<file path="src/include/two_wire_params.svh">
// Offsets, field positions, reset values and status codes of the
// two-wire slave; included by the design.
`ifndef TWO_WIRE_PARAMS_SVH
`define TWO_WIRE_PARAMS_SVH

`define CTRL_OFFSET 2'h0
`define STATUS_OFFSET 2'h1
`define DATA_OFFSET 2'h2
`define ADDRESS_OFFSET 2'h3

`define FLAG_BIT 7
`define ACK_ENABLE_BIT 6
`define START_REQUEST_BIT 5
`define STOP_REQUEST_BIT 4
`define ENABLE_BIT 2
`define GC_ENABLE_BIT 0

`define OWN_ADDRESS_RESET 8'h00
`define DATA_RESET 8'hff
`define GENERAL_CALL_ADDRESS 7'h00

`define ST_OWN_WRITE 8'h60
`define ST_ARB_OWN_WRITE 8'h68
`define ST_GC_WRITE 8'h70
`define ST_ARB_GC_WRITE 8'h78
`define ST_RX_ACK 8'h80
`define ST_RX_NACK 8'h88
`define ST_GC_RX_ACK 8'h90
`define ST_GC_RX_NACK 8'h98
`define ST_OWN_READ 8'ha8
`define ST_ARB_OWN_READ 8'hb0
`define ST_TX_ACK 8'hb8
`define ST_TX_NACK 8'hc0
`define ST_TX_LAST_ACK 8'hc8
`define ST_NO_INFO 8'hf8

`define BYTE_BITS 4'h8

`endif

</file>
<file path="src/include/two_wire_pkg.sv">
// Types of the two-wire slave: bus phases and the state record.
// Assumes the params header is on the include path.
package two_wire_pkg;

  typedef enum logic [2:0] {
    idle_phase,
    addr_phase,
    addr_ack_phase,
    rx_phase,
    rx_ack_phase,
    tx_phase,
    tx_ack_phase,
    ignore_phase
  } phase_t;

  typedef struct packed {
    logic [1:0] scl_sync;
    logic [1:0] sda_sync;
    logic scl_prev;
    logic sda_prev;
    phase_t phase;
    logic [3:0] bit_count;
    logic [7:0] shift;
    logic [7:0] data;
    logic [7:0] own_address;
    logic [7:0] status_code;
    logic [1:0] prescaler;
    logic [7:0] read_data;
    logic flag;
    logic ack_enable;
    logic start_request;
    logic stop_request;
    logic enable;
    logic gc_hit;
    logic arb_lost;
    logic bus_busy;
    logic start_pending;
    logic start_issue;
    logic ack_latched;
    logic master_ack;
    logic sda_low;
    logic wake;
  } state_t;

endpackage

</file>
<file path="src/logic/two_wire_slave.sv">
// Slave receive and transmit state handling of a two-wire serial unit.
// Assumes open-drain bus resolved outside, software on the plain
// register port, and a neighbouring master that reports lost arbitration.
//
// Strobed register access and the register offsets were left to the implementer.
`timescale 1ns/1ns
`include "two_wire_params.svh"

module two_wire_slave
(
  input wire logic clk,
  input wire logic reset,
  input wire logic [1:0] reg_addr,
  input wire logic [7:0] reg_wdata,
  input wire logic reg_write,
  input wire logic reg_read,
  output logic [7:0] reg_rdata,
  input wire logic scl_in,
  output logic scl_out,
  output logic scl_oe_n,
  input wire logic sda_in,
  output logic sda_out,
  output logic sda_oe_n,
  input wire logic arb_lost_in,
  input wire logic deep_sleep,
  output logic wake_request,
  output logic start_issue
);

  two_wire_pkg::state_t cur;
  two_wire_pkg::state_t next_state;

  logic scl;
  logic sda;
  logic scl_rise;
  logic scl_fall;
  logic start_seen;
  logic stop_seen;
  logic own_match;
  logic gc_match;

  // Own or general call address compare against the received byte
  function automatic logic [1:0] address_match(
    input logic [7:0] received,
    input logic [7:0] own,
    input logic ack_en
  );
    logic [1:0] hit;
    hit = 2'h0;
    if (ack_en)
    begin
      hit[0] = (received[7:1] == own[7:1]);
      hit[1] = (received[7:1] == `GENERAL_CALL_ADDRESS) &&
               own[`GC_ENABLE_BIT];
    end
    return hit;
  endfunction

  assign scl = cur.scl_sync[1];
  assign sda = cur.sda_sync[1];
  assign scl_rise = scl && !cur.scl_prev;
  assign scl_fall = !scl && cur.scl_prev;
  assign start_seen = scl && cur.scl_prev && cur.sda_prev && !sda;
  assign stop_seen = scl && cur.scl_prev && !cur.sda_prev && sda;
  assign {gc_match, own_match} = address_match(cur.shift, cur.own_address,
                                               cur.ack_enable);

  always_comb
  begin
    next_state = cur;
    next_state.scl_sync = {cur.scl_sync[0], scl_in};
    next_state.sda_sync = {cur.sda_sync[0], sda_in};
    next_state.scl_prev = scl;
    next_state.sda_prev = sda;
    next_state.start_issue = 1'b0;

    // Software port; hardware events below take precedence
    if (reg_write)
    begin
      unique case (reg_addr)
        `CTRL_OFFSET:
        begin
          next_state.ack_enable = reg_wdata[`ACK_ENABLE_BIT];
          next_state.start_request = reg_wdata[`START_REQUEST_BIT];
          next_state.stop_request = reg_wdata[`STOP_REQUEST_BIT];
          next_state.enable = reg_wdata[`ENABLE_BIT];
          if (reg_wdata[`FLAG_BIT] && cur.flag)
          begin
            next_state.flag = 1'b0;
            next_state.wake = 1'b0;
            if (cur.phase == two_wire_pkg::tx_phase)
            begin
              next_state.shift = cur.data;
              next_state.sda_low = !cur.data[7];
              next_state.ack_latched = reg_wdata[`ACK_ENABLE_BIT];
            end
            if (reg_wdata[`START_REQUEST_BIT] &&
                (cur.phase == two_wire_pkg::ignore_phase ||
                 cur.phase == two_wire_pkg::idle_phase))
            begin
              next_state.phase = two_wire_pkg::idle_phase;
              next_state.start_pending = 1'b1;
            end
          end
          if (!reg_wdata[`ENABLE_BIT])
          begin
            next_state.phase = two_wire_pkg::idle_phase;
            next_state.sda_low = 1'b0;
          end
        end
        `STATUS_OFFSET: next_state.prescaler = reg_wdata[1:0];
        `DATA_OFFSET: next_state.data = reg_wdata;
        `ADDRESS_OFFSET: next_state.own_address = reg_wdata;
      endcase
    end

    if (reg_read)
    begin
      unique case (reg_addr)
        `CTRL_OFFSET:
        begin
          next_state.read_data = {cur.flag, cur.ack_enable,
                                  cur.start_request, cur.stop_request,
                                  1'b0, cur.enable, 2'h0};
        end
        `STATUS_OFFSET: next_state.read_data = {cur.status_code[7:3], 1'b0,
                                                cur.prescaler};
        `DATA_OFFSET: next_state.read_data = cur.data;
        `ADDRESS_OFFSET: next_state.read_data = cur.own_address;
      endcase
    end

    // Bus occupancy and lost arbitration tracking
    if (arb_lost_in)
    begin
      next_state.arb_lost = 1'b1;
    end
    if (start_seen)
    begin
      next_state.bus_busy = 1'b1;
    end
    if (stop_seen)
    begin
      next_state.bus_busy = 1'b0;
      next_state.arb_lost = 1'b0;
    end
    if (cur.start_pending && !cur.bus_busy && !cur.flag)
    begin
      next_state.start_issue = 1'b1;
      next_state.start_pending = 1'b0;
    end

    if (cur.enable && start_seen)
    begin
      next_state.phase = two_wire_pkg::addr_phase;
      next_state.bit_count = 4'h0;
      next_state.sda_low = 1'b0;
    end
    else if (cur.enable && stop_seen)
    begin
      next_state.phase = two_wire_pkg::idle_phase;
      next_state.sda_low = 1'b0;
    end
    else if (cur.enable)
    begin
      unique case (cur.phase)
        two_wire_pkg::idle_phase,
        two_wire_pkg::ignore_phase:
        begin
          next_state.sda_low = 1'b0;
        end
        two_wire_pkg::addr_phase:
        begin
          if (scl_rise)
          begin
            next_state.shift = {cur.shift[6:0], sda};
            next_state.bit_count = cur.bit_count + 4'h1;
          end
          if (scl_fall && cur.bit_count == `BYTE_BITS)
          begin
            if (own_match || gc_match)
            begin
              next_state.sda_low = 1'b1;
              next_state.gc_hit = gc_match && !own_match;
              next_state.phase = two_wire_pkg::addr_ack_phase;
            end
            else
            begin
              next_state.phase = two_wire_pkg::ignore_phase;
            end
          end
        end
        two_wire_pkg::addr_ack_phase:
        begin
          if (scl_fall)
          begin
            next_state.sda_low = 1'b0;
            next_state.flag = 1'b1;
            next_state.bit_count = 4'h0;
            next_state.wake = deep_sleep;
            if (cur.shift[0] && !cur.gc_hit)
            begin
              next_state.phase = two_wire_pkg::tx_phase;
              next_state.status_code = cur.arb_lost ?
                `ST_ARB_OWN_READ : `ST_OWN_READ;
            end
            else
            begin
              next_state.phase = two_wire_pkg::rx_phase;
              if (cur.gc_hit)
              begin
                next_state.status_code = cur.arb_lost ?
                  `ST_ARB_GC_WRITE : `ST_GC_WRITE;
              end
              else
              begin
                next_state.status_code = cur.arb_lost ?
                  `ST_ARB_OWN_WRITE : `ST_OWN_WRITE;
              end
            end
          end
        end
        two_wire_pkg::rx_phase:
        begin
          if (scl_rise)
          begin
            next_state.shift = {cur.shift[6:0], sda};
            next_state.bit_count = cur.bit_count + 4'h1;
          end
          if (scl_fall && cur.bit_count == `BYTE_BITS)
          begin
            if (!deep_sleep)
            begin
              next_state.data = cur.shift;
            end
            next_state.ack_latched = cur.ack_enable;
            next_state.sda_low = cur.ack_enable;
            next_state.phase = two_wire_pkg::rx_ack_phase;
          end
        end
        two_wire_pkg::rx_ack_phase:
        begin
          if (scl_fall)
          begin
            next_state.sda_low = 1'b0;
            next_state.flag = 1'b1;
            next_state.bit_count = 4'h0;
            if (cur.gc_hit)
            begin
              next_state.status_code = cur.ack_latched ?
                `ST_GC_RX_ACK : `ST_GC_RX_NACK;
            end
            else
            begin
              next_state.status_code = cur.ack_latched ?
                `ST_RX_ACK : `ST_RX_NACK;
            end
            next_state.phase = cur.ack_latched ?
              two_wire_pkg::rx_phase : two_wire_pkg::ignore_phase;
          end
        end
        two_wire_pkg::tx_phase:
        begin
          if (scl_rise)
          begin
            next_state.bit_count = cur.bit_count + 4'h1;
          end
          if (scl_fall && cur.bit_count == `BYTE_BITS)
          begin
            next_state.sda_low = 1'b0;
            next_state.phase = two_wire_pkg::tx_ack_phase;
          end
          else if (scl_fall && cur.bit_count != 4'h0)
          begin
            next_state.shift = {cur.shift[6:0], 1'b1};
            next_state.sda_low = !cur.shift[6];
          end
        end
        two_wire_pkg::tx_ack_phase:
        begin
          if (scl_rise)
          begin
            next_state.master_ack = !sda;
          end
          if (scl_fall)
          begin
            next_state.flag = 1'b1;
            next_state.bit_count = 4'h0;
            if (!cur.master_ack)
            begin
              next_state.status_code = `ST_TX_NACK;
              next_state.phase = two_wire_pkg::ignore_phase;
            end
            else if (cur.ack_latched)
            begin
              next_state.status_code = `ST_TX_ACK;
              next_state.phase = two_wire_pkg::tx_phase;
            end
            else
            begin
              next_state.status_code = `ST_TX_LAST_ACK;
              // Not addressed; released line gives ones
              next_state.phase = two_wire_pkg::ignore_phase;
            end
          end
        end
      endcase
    end
  end

  always_ff @(posedge clk or posedge reset)
  begin
    if (reset)
    begin
      cur <= '{
        scl_sync: 2'h3, sda_sync: 2'h3, scl_prev: 1'b1, sda_prev: 1'b1,
        phase: two_wire_pkg::idle_phase, bit_count: 4'h0, shift: 8'h00,
        data: `DATA_RESET, own_address: `OWN_ADDRESS_RESET,
        status_code: `ST_NO_INFO, prescaler: 2'h0, read_data: 8'h00,
        default: 1'b0
      };
    end
    else
    begin
      cur <= next_state;
    end
  end

  // Clock held low while an addressed transfer waits on software
  assign scl_oe_n = !(cur.flag && (cur.phase == two_wire_pkg::rx_phase ||
                      cur.phase == two_wire_pkg::tx_phase));
  assign scl_out = 1'b0;
  assign sda_out = 1'b0;
  assign sda_oe_n = !cur.sda_low;
  assign reg_rdata = cur.read_data;
  assign wake_request = cur.wake;
  assign start_issue = cur.start_issue;

endmodule

</file>
<file path="config.mk">
export PLATFORM = sky130hd
export DESIGN_NAME = two_wire_slave
export DESIGN_NICKNAME = d
export VERILOG_FILES = /design/src/include/two_wire_pkg.sv /design/src/logic/two_wire_slave.sv
export VERILOG_INCLUDE_DIRS = /design/src /design/src/include
export SDC_FILE = /design/constraint.sdc
export NUM_CORES = 1
export LEC_CHECK = 0
export BUFFER_PORTS_ARGS = -buffer_cell sky130_fd_sc_hd__buf_2
export CORE_ASPECT_RATIO = 1.75
export CORE_MARGIN = 10
export CORE_UTILIZATION = 54
export DETAILED_ROUTE_END_ITERATION = 10
export PLACE_DENSITY = 0.81
export SETUP_SLACK_MARGIN = 0.2
export SLEW_MARGIN = 20
export SYNTH_ARGS = -nofsm -noshare
export SYNTH_HDL_FRONTEND = slang
export SYNTH_SLANG_ARGS = --single-unit
</file>
<file path="constraint.sdc">
create_clock -name clk -period 1.85 [get_ports clk]
set_clock_uncertainty 0.05 [all_clocks]
set_input_delay 0.185 -clock clk [delete_from_list [all_inputs] [get_ports clk]]
set_output_delay 0.185 -clock clk [all_outputs]
set_load 0.02 [all_outputs]
</file>
Word level (Yosys, flattened, before mapping)
Index checks and enable logic that the tools add are counted.
Word-level totals
  flip-flop bits (word level): 69
  bits of input ports: 18
  output and inout port bits: 14
  word-level logic and storage cells: 206
Cells by class
  add/subtract/negate cells: 1
  eq/ne operators: 20
  multiplexer cells: 99
  bitwise operators: 2
  reduce and logical (&&, ||, !) cells: 58
Operator list (count)
  $mux W8: 14
  $mux W7: 6
  $pmux W7 S6: 1
  $mux W3: 13
  $mux W1: 33
  $pmux W8 S4: 1
  $mux W5: 5
  $mux W2: 12
  $mux W24: 1
  $mux W4: 6
  $pmux W8 S3: 1
  $mux W23: 1
  $mux W20: 1
  $logic_and A1 B1 Y1: 19
  $mux W16: 1
  $pmux W8 S2: 1
  $reduce_and A7 Y1: 2
  $reduce_bool A2 Y1: 7
  $eq A3 B3 Y1 const B: 4
  $logic_not A1 Y1: 12
  $mux W12: 1
  $ne A3 B3 Y1 const B: 4
  $ne A2 B2 Y1 const B: 4
  $eq A7 B7 Y1: 1
  other kinds (21): 29

Depth between registers and ports, before layout
Gate-level depths: netlist (run 1).
  depth in word-level cells: 14
  mapped depth: 9
  gate-level depth less buffers: 7

Least setup slack after synthesis (run 1)
No wires, ideal clock.
  path type: reg-to-reg
  start: register cur[53] (netlist bit)
  end: register cur[62] (netlist bit)
  library setup time: 0.122 ns
  arrival time: 1.764 ns
  required time: 1.678 ns
  slack: -0.086 ns
  stages on the path, launching flop included: 6
  path buffers: 0
  period minus slack after synthesis: 1.936 ns
  cells stage by stage: dfrtp_1 -> or4_1 -> or4_4 -> o21ai_2 -> o211ai_2 -> a32o_1
RTL lines
  from (decl): line two_wire_slave.sv:30  | two_wire_pkg::state_t cur;
  from (signal assigned): line two_wire_slave.sv:315  | cur <= '{
  from (signal assigned): line two_wire_slave.sv:325  | cur <= next_state;

==> results.json, run 1 <==
{
  "start_util": 0.550,
  "synth_top_area_frac": 0.314,
  "first_iter_violations": 433,
  "ant_nets": 0,
  "violations": "negative setup slack",
  "slew_violations": 0,
  "cts_buffers": 9,
  "worst_pin_slew_ns": 0.516,
  "vias": 3533,
  "grt_max_degree": 27,
  "wire_per_inst_microns": 22.4,
  "end_kind": "register",
  "cts_tree": "done",
  "crit_arrival_ns": 2.20,
  "mostFrequentLayoutCells": "buf_4, dfrtp_1, nand2_1, buf_2, nor2_1",
  "rsz0062_at_grt": "true",
  "finalCriticalPeriod_ns": 1.98,
  "hold_viol": 0,
  "cts_buffer_depth": 2,
  "setup_viol": 4,
  "synth-edff-count": 0,
  "cts_max_level": 3,
  "wl_mm": 12.4,
  "multi_input_area_sq_um": 2200,
  "synth_cell_type_count": 62,
  "routed_via_density": 6.38,
  "dpl.hpwl_mm": 8.21,
  "min_from": "arb_lost_in",
  "drc": 0,
  "r2r-end": "cur[62]$_DFF_PP0_",
  "clk-insertion-delay-late_ns": 0.34,
  "pre_cts_ws_ns": -0.125,
  "slowest_stage": "dfstp_2",
  "synth_seq_area_share": 0.448,
  "status": "complete, but fails checks",
  "place_congestion": 1.02,
  "grt_pass1_wl_mm": 18.4,
  "holdPathStages": 3,
  "grtUsageTotal": 0.216,
  "portBuffers": 29,
  "root_buffer": "clkbuf_16",
  "holdCritPathClass": "input pin to register",
  "crit_path_start_kind": "register",
  "num_rows": 40,
  "worst_slack_ns": -0.127,
  "max-slew-margin-rel": 0.655,
  "async_flop_share": 1.00,
  "grt_pass1_vias": 3556,
  "synth.area.top_cells": "dfrtp_1, dfstp_2, mux2_2",
  "critical_path.max_fanout": 5,
  "r2r_cells": 6,
  "dpl.cell_count": 518,
  "critPathKind": "register to register",
  "final.fill_count": 440,
  "drt-pass1-iter-count": 6,
  "fp.dieH_microns": 130,
  "hold_ws_ns": 0.0262,
  "postSynthAreaPerCell_sq_um": 9.90,
  "min_to": "cur[7]$_DFFE_PP0P_",
  "synth_seq_cells": 66,
  "fmax_mhz": 506,
  "die_x_microns": 82.9,
  "clock_sinks": 66,
  "antenna_found_initial": 0,
  "timing.final.crit_share": 1.07,
  "nets": 485,
  "cp_cell_sequence": "xnor2_4 > nor3b_1 > buf_4 > or3_1 > a221oi_1 > a32o_1",
  "reg2reg_from": "cur[63]$_DFF_PP1_",
  "netlist_instances": 378,
  "ys_warn_count": 0,
  "syn_area_sq_um": 3740,
  "stdcell_count": 554,
  "power_leakage_uw": 0.00221,
  "critPathMaxStageDelay_ns": 0.59,
  "synthToLayoutAreaGrowth_pct": 36.6,
  "r2r_slack_ns": -0.13,
  "maxCapViolCount": 0,
  "crit_required_ns": 2.07,
  "die-area_sq_um": 10800,
  "register_area_sq_um": 1680,
  "coreArea_sq_um": 6810,
  "antenna_cells": 0,
  "synth_top_area_cell": "dfrtp_1",
  "drive_gt1_frac": 0.474,
  "grt.overflow.total": 0,
  "layout_commonest_cell": "buf_4",
  "power_density_nw_per_um2": 1220,
  "clkTransAtPathRegs_ns": 0.05,
  "fin_util": 0.751,
  "synth-main-ff-cell": "dfrtp_1",
  "peakVddDrop_v": 0.000983,
  "io_pins": 32
}
-- power by group --
| group | switching (uW) | internal [uW] |
|---|---|---|
| registers | 340 | 1850 |
| logic | 1260 | 1060 |
| clock network | 624 | 1110 |
| total | 2230 | 4020 |
-- kinds of logic after synthesis --
group,count (synthesis),synth area share
simple gates,134,0.185
compound gates,85,0.146
flops,66,0.448
mux,42,0.133
buf+inv,39,0.0572
xor+xnor,9,0.0231
fa+ha+maj,2,0.00669
other cells,1,0.00100
-- state kept, by name, indices dropped and copies added (netlist names) --
| signal | count |
|---|---|
| start_issue | 1 |
| cur | 56 |
| reg_rdata | 8 |
| wake_request | 1 |
-- synth_stat cells, drive strengths merged (5+ instances only) --
cell type and count:
nand2 49, xnor2 9, clkbuf 8, nand3 7, nand2b 5, a21oi 26, mux2 22, mux2i 16
o21ai 26, buf 19, inv 12, nor3b 6, dfrtp 47, nor3 7, nor2 29, nor2b 8
dfstp 19
-- metal layers --
metal	GRT usage	routed length, microns	up-vias
li1	-	-	1522
met1	0.204	4110	1738
met3	0.0356	622	77
met5	0	0	-
met4	0.185	1030	0
met2	0.396	6650	196
-- critical path, delay by kind of cell (launching register included) --
kind / cells / cell delay (ns)
AO/OA/AOI/OAI: 2 / 0.48
XOR/XNOR: 1 / 0.15
buffers and inverters: 1 / 0.16
flip-flops: 1 / 0.59
AND/OR/NAND/NOR: 2 / 0.48
-- what timing repair did --
action / CTS / global route
endpoints found under the setup margin: 33 / 33
pin swaps: 17 / 18
setup buffers: 5 / 10
gates cloned: 2 / 0
hold buffers: 3 / 0
hold endpoints to repair: 19 / 0
gates resized for setup: 48 / 36
-- worst max-delay path by stage --
stage / start / end / slack [ns] / depth (start not counted)
3_3_place_gp: cur[64]$_DFF_PP1_ / cur[28]$_DFFE_PP1P_ / -0.08 / 5
4_1_cts: cur[53]$_DFF_PP0_ / cur[62]$_DFF_PP0_ / -0.05 / 5
5_1_grt: cur[63]$_DFF_PP1_ / cur[62]$_DFF_PP0_ / -0.12 / 6
3_5_place_dp: cur[64]$_DFF_PP1_ / cur[28]$_DFFE_PP1P_ / -0.12 / 5
6_report: cur[63]$_DFF_PP1_ / cur[62]$_DFF_PP0_ / -0.13 / 6
2_1_floorplan: cur[53]$_DFF_PP0_ / cur[62]$_DFF_PP0_ / -0.02 / 5
-- metrics by stage --
stage | cell area (sq um) | power (uW) | TNS [ns]
final | 5110 | 6250 | -0.206
after global routing | 5110 | 6480 | -0.411
after CTS | 4910 | 6020 | -0.0465
after detailed placement | 4330 | 4090 | -0.501
after global placement | 4330 | 4020 | -0.291
after floorplan | 3840 | 3400 | -0.0522
-- layout make-up --
class	count	area share
Multi-Input combinational cell	275	0.430
Sequential cell	66	0.328
Timing Repair Buffer	101	0.152
Clock buffer	12	0.0502
Tap cell	84	0.0206
Clock inverter	4	0.00979
Inverter	12	0.00955
Note: power is estimated with default switching activity, not from simulation.
==> run 2: changes to the inputs <==
==> constraint.sdc (replaced) <==
create_clock -name clk -period 1.85 [get_ports clk]
set_clock_uncertainty 0.05 [all_clocks]
set_input_delay 0.37 -clock clk [delete_from_list [all_inputs] [get_ports clk]]
set_output_delay 0.37 -clock clk [all_outputs]
set_load 0.02 [all_outputs]
==> run 2 against run 1 <==
  * The flow still finishes with violations (negative setup slack)
  * Routed wire length increased by 8.2%
  * Cell area grew 4.1%
  * Total power up 8.0%
  * Largest cell class unchanged
  * Global-route usage is 2.6 points higher
  * Via count up 2.9%
  * Critical path type unchanged
==> results.json, run 2 (synthesized netlist as in run 1, its figures left out) <==
{
  "ant_nets": 0,
  "wire_per_inst_microns": 23.8,
  "finalPower_uw": 6750,
  "crit_family": "compound AO/OA/AOI/OAI gates",
  "layout_commonest_cell": "buf_4",
  "grtUsageTotal": 0.242,
  "hold_viol": 0,
  "start_util": 0.550,
  "largest_register_ffs": 56,
  "place_congestion": 1.03,
  "clkTransAtPathRegs_ns": 0.05,
  "antenna_cells": 0,
  "max_flop_register": "cur",
  "vias": 3634,
  "power_density_nw_per_um2": 1270,
  "grt_max_degree": 67,
  "drive_gt1_frac": 0.528,
  "cts_tree": "done",
  "die-area_sq_um": 10800,
  "worst_slack_ns": -0.128,
  "drt-pass1-iter-count": 5,
  "r2r_cells": 6,
  "antenna_found_initial": 0,
  "dpl.hpwl_mm": 8.38,
  "drc": 0,
  "setup_viol": 14,
  "maxCapViolCount": 0,
  "power_leakage_uw": 0.00231,
  "grt_pass1_wl_mm": 20.7,
  "first_iter_violations": 401,
  "synthToLayoutAreaGrowth_pct": 42.1,
  "post_dp_cell_area_sq_um": 4360,
  "wl_mm": 13.4,
  "grt_pass1_vias": 3886,
  "hold_ws_ns": 0.0696,
  "design_area_sq_um": 5320,
  "finalCriticalPeriod_ns": 1.98,
  "end_kind": "register",
  "cts_buffers": 9,
  "io_pins": 32,
  "fp.dieH_microns": 130,
  "cts_buffer_depth": 2,
  "routed_via_density": 6.43,
  "portBuffers": 29,
  "r2r_slack_ns": -0.13,
  "crit_required_ns": 2.07,
  "peakVddDrop_v": 0.000873,
  "timing.final.crit_share": 1.07,
  "reg2reg_from": "cur[68]$_DFF_PP1_",
  "die_x_microns": 82.9,
  "rsz0062_at_grt": "true",
  "holdCritPathClass": "input pin to async pin",
  "num_rows": 40,
  "coreArea_sq_um": 6810,
  "violations": "negative setup slack",
  "clk-insertion-delay-late_ns": 0.34,
  "status": "complete, but fails checks",
  "r2r-end": "cur[62]$_DFF_PP0_",
  "critPathKind": "register to register",
  "final.fill_count": 389,
  "nets": 496,
  "setup_tns_ns": -0.446,
  "slowest_stage": "dfstp_2",
  "max-slew-margin-rel": 0.613,
  "crit_path_start_kind": "register",
  "clock_sinks": 66,
  "critPathMaxStageDelay_ns": 0.60,
  "root_buffer": "clkbuf_16",
  "mostFrequentLayoutCells": "buf_4, dfrtp_1, nand2_1, buf_2, mux2_2",
  "fmax_mhz": 506,
  "ctsHoldBuffers": 0,
  "path_buf_inv": 1,
  "critical_path.max_fanout": 5,
  "slew_violations": 0,
  "cp_cell_sequence": "and2b_4 > buf_4 > nand2_1 > a21oi_1 > o31ai_1 > a32o_1",
  "worst_pin_slew_ns": 0.576,
  "crit_arrival_ns": 2.20,
  "cts_max_level": 3,
  "grt.overflow.total": 0
}
==> run 2: cell count changes in the layout (fill, tap and decap cells not counted), moves of 3 or more <==
cell           before  now
buf_4              56   61
buf_6              11   18
dlygate4sd3_1       3    0
nand2_1            42   36
nand2_2             5    9
o21ai_1            12    5
o21ai_2             4   12
==> run 2: report_power, final <==
part / switching [uW] / internal (uW) / leakage, uW
registers: 382 / 1850 / 0.000784
logic: 1410 / 1260 / 0.00137
clock network: 633 / 1220 / 0.000154
==> run 2: worst max path at each step <==
stage                            startpoint                end  slack (ns)  cells past startpoint
after floorplan                 reg_addr[0]   cur[3]$_DFF_PP0_       -0.14                      6
after global placement    cur[61]$_DFF_PP0_  cur[62]$_DFF_PP0_       -0.11                      5
after detailed placement  cur[61]$_DFF_PP0_  cur[62]$_DFF_PP0_       -0.13                      5
after CTS                 cur[53]$_DFF_PP0_  cur[62]$_DFF_PP0_       -0.04                      5
after global routing      cur[68]$_DFF_PP1_  cur[62]$_DFF_PP0_       -0.20                      6
final                     cur[68]$_DFF_PP1_  cur[62]$_DFF_PP0_       -0.13                      6
==> run 2: metal layers <==
layer / wire, microns / track usage / vias to the layer above / part of all wire
li1: - / - / 1549 / -
met1: 4570 / 0.228 / 1785 / 0.34
met2: 7020 / 0.427 / 212 / 0.52
met3: 719 / 0.0705 / 88 / 0.054
met4: 1110 / 0.194 / 0 / 0.082
met5: 0 / 0 / - / 0
==> run 2: tightest hold or removal path, stage by stage <==
cell        delay, ns
buf_2            0.11
clkinvlp_4       0.07
buf_12           0.29
==> run 2: layout make-up <==
type / count / area [sq um] / area share
sequential: 66 / 1680 / 0.316
clock buffer: 13 / 250 / 0.0471
inverter: 12 / 48.8 / 0.00918
multi-input combinational: 275 / 2260 / 0.425
timing repair buffer: 112 / 908 / 0.171
clock inverter: 3 / 65.1 / 0.0122
tap: 84 / 105 / 0.0198
==> run 2: what timing repair did <==
action                                  4_1_cts  5_1_grt
gates cloned                                  2        1
pin swaps                                    19       22
gates resized for setup                      69       46
setup buffers                                17        5
endpoints found under the setup margin       32       33
==> run 2: per-stage QoR <==
stage	utilization	setup WS, ns	std cells
floorplan	-	-0.143	379
global placement	0.641	-0.108	524
detailed placement	0.641	-0.129	524
CTS	0.749	-0.0394	559
global route	0.781	-0.202	565
finish	0.781	-0.128	565
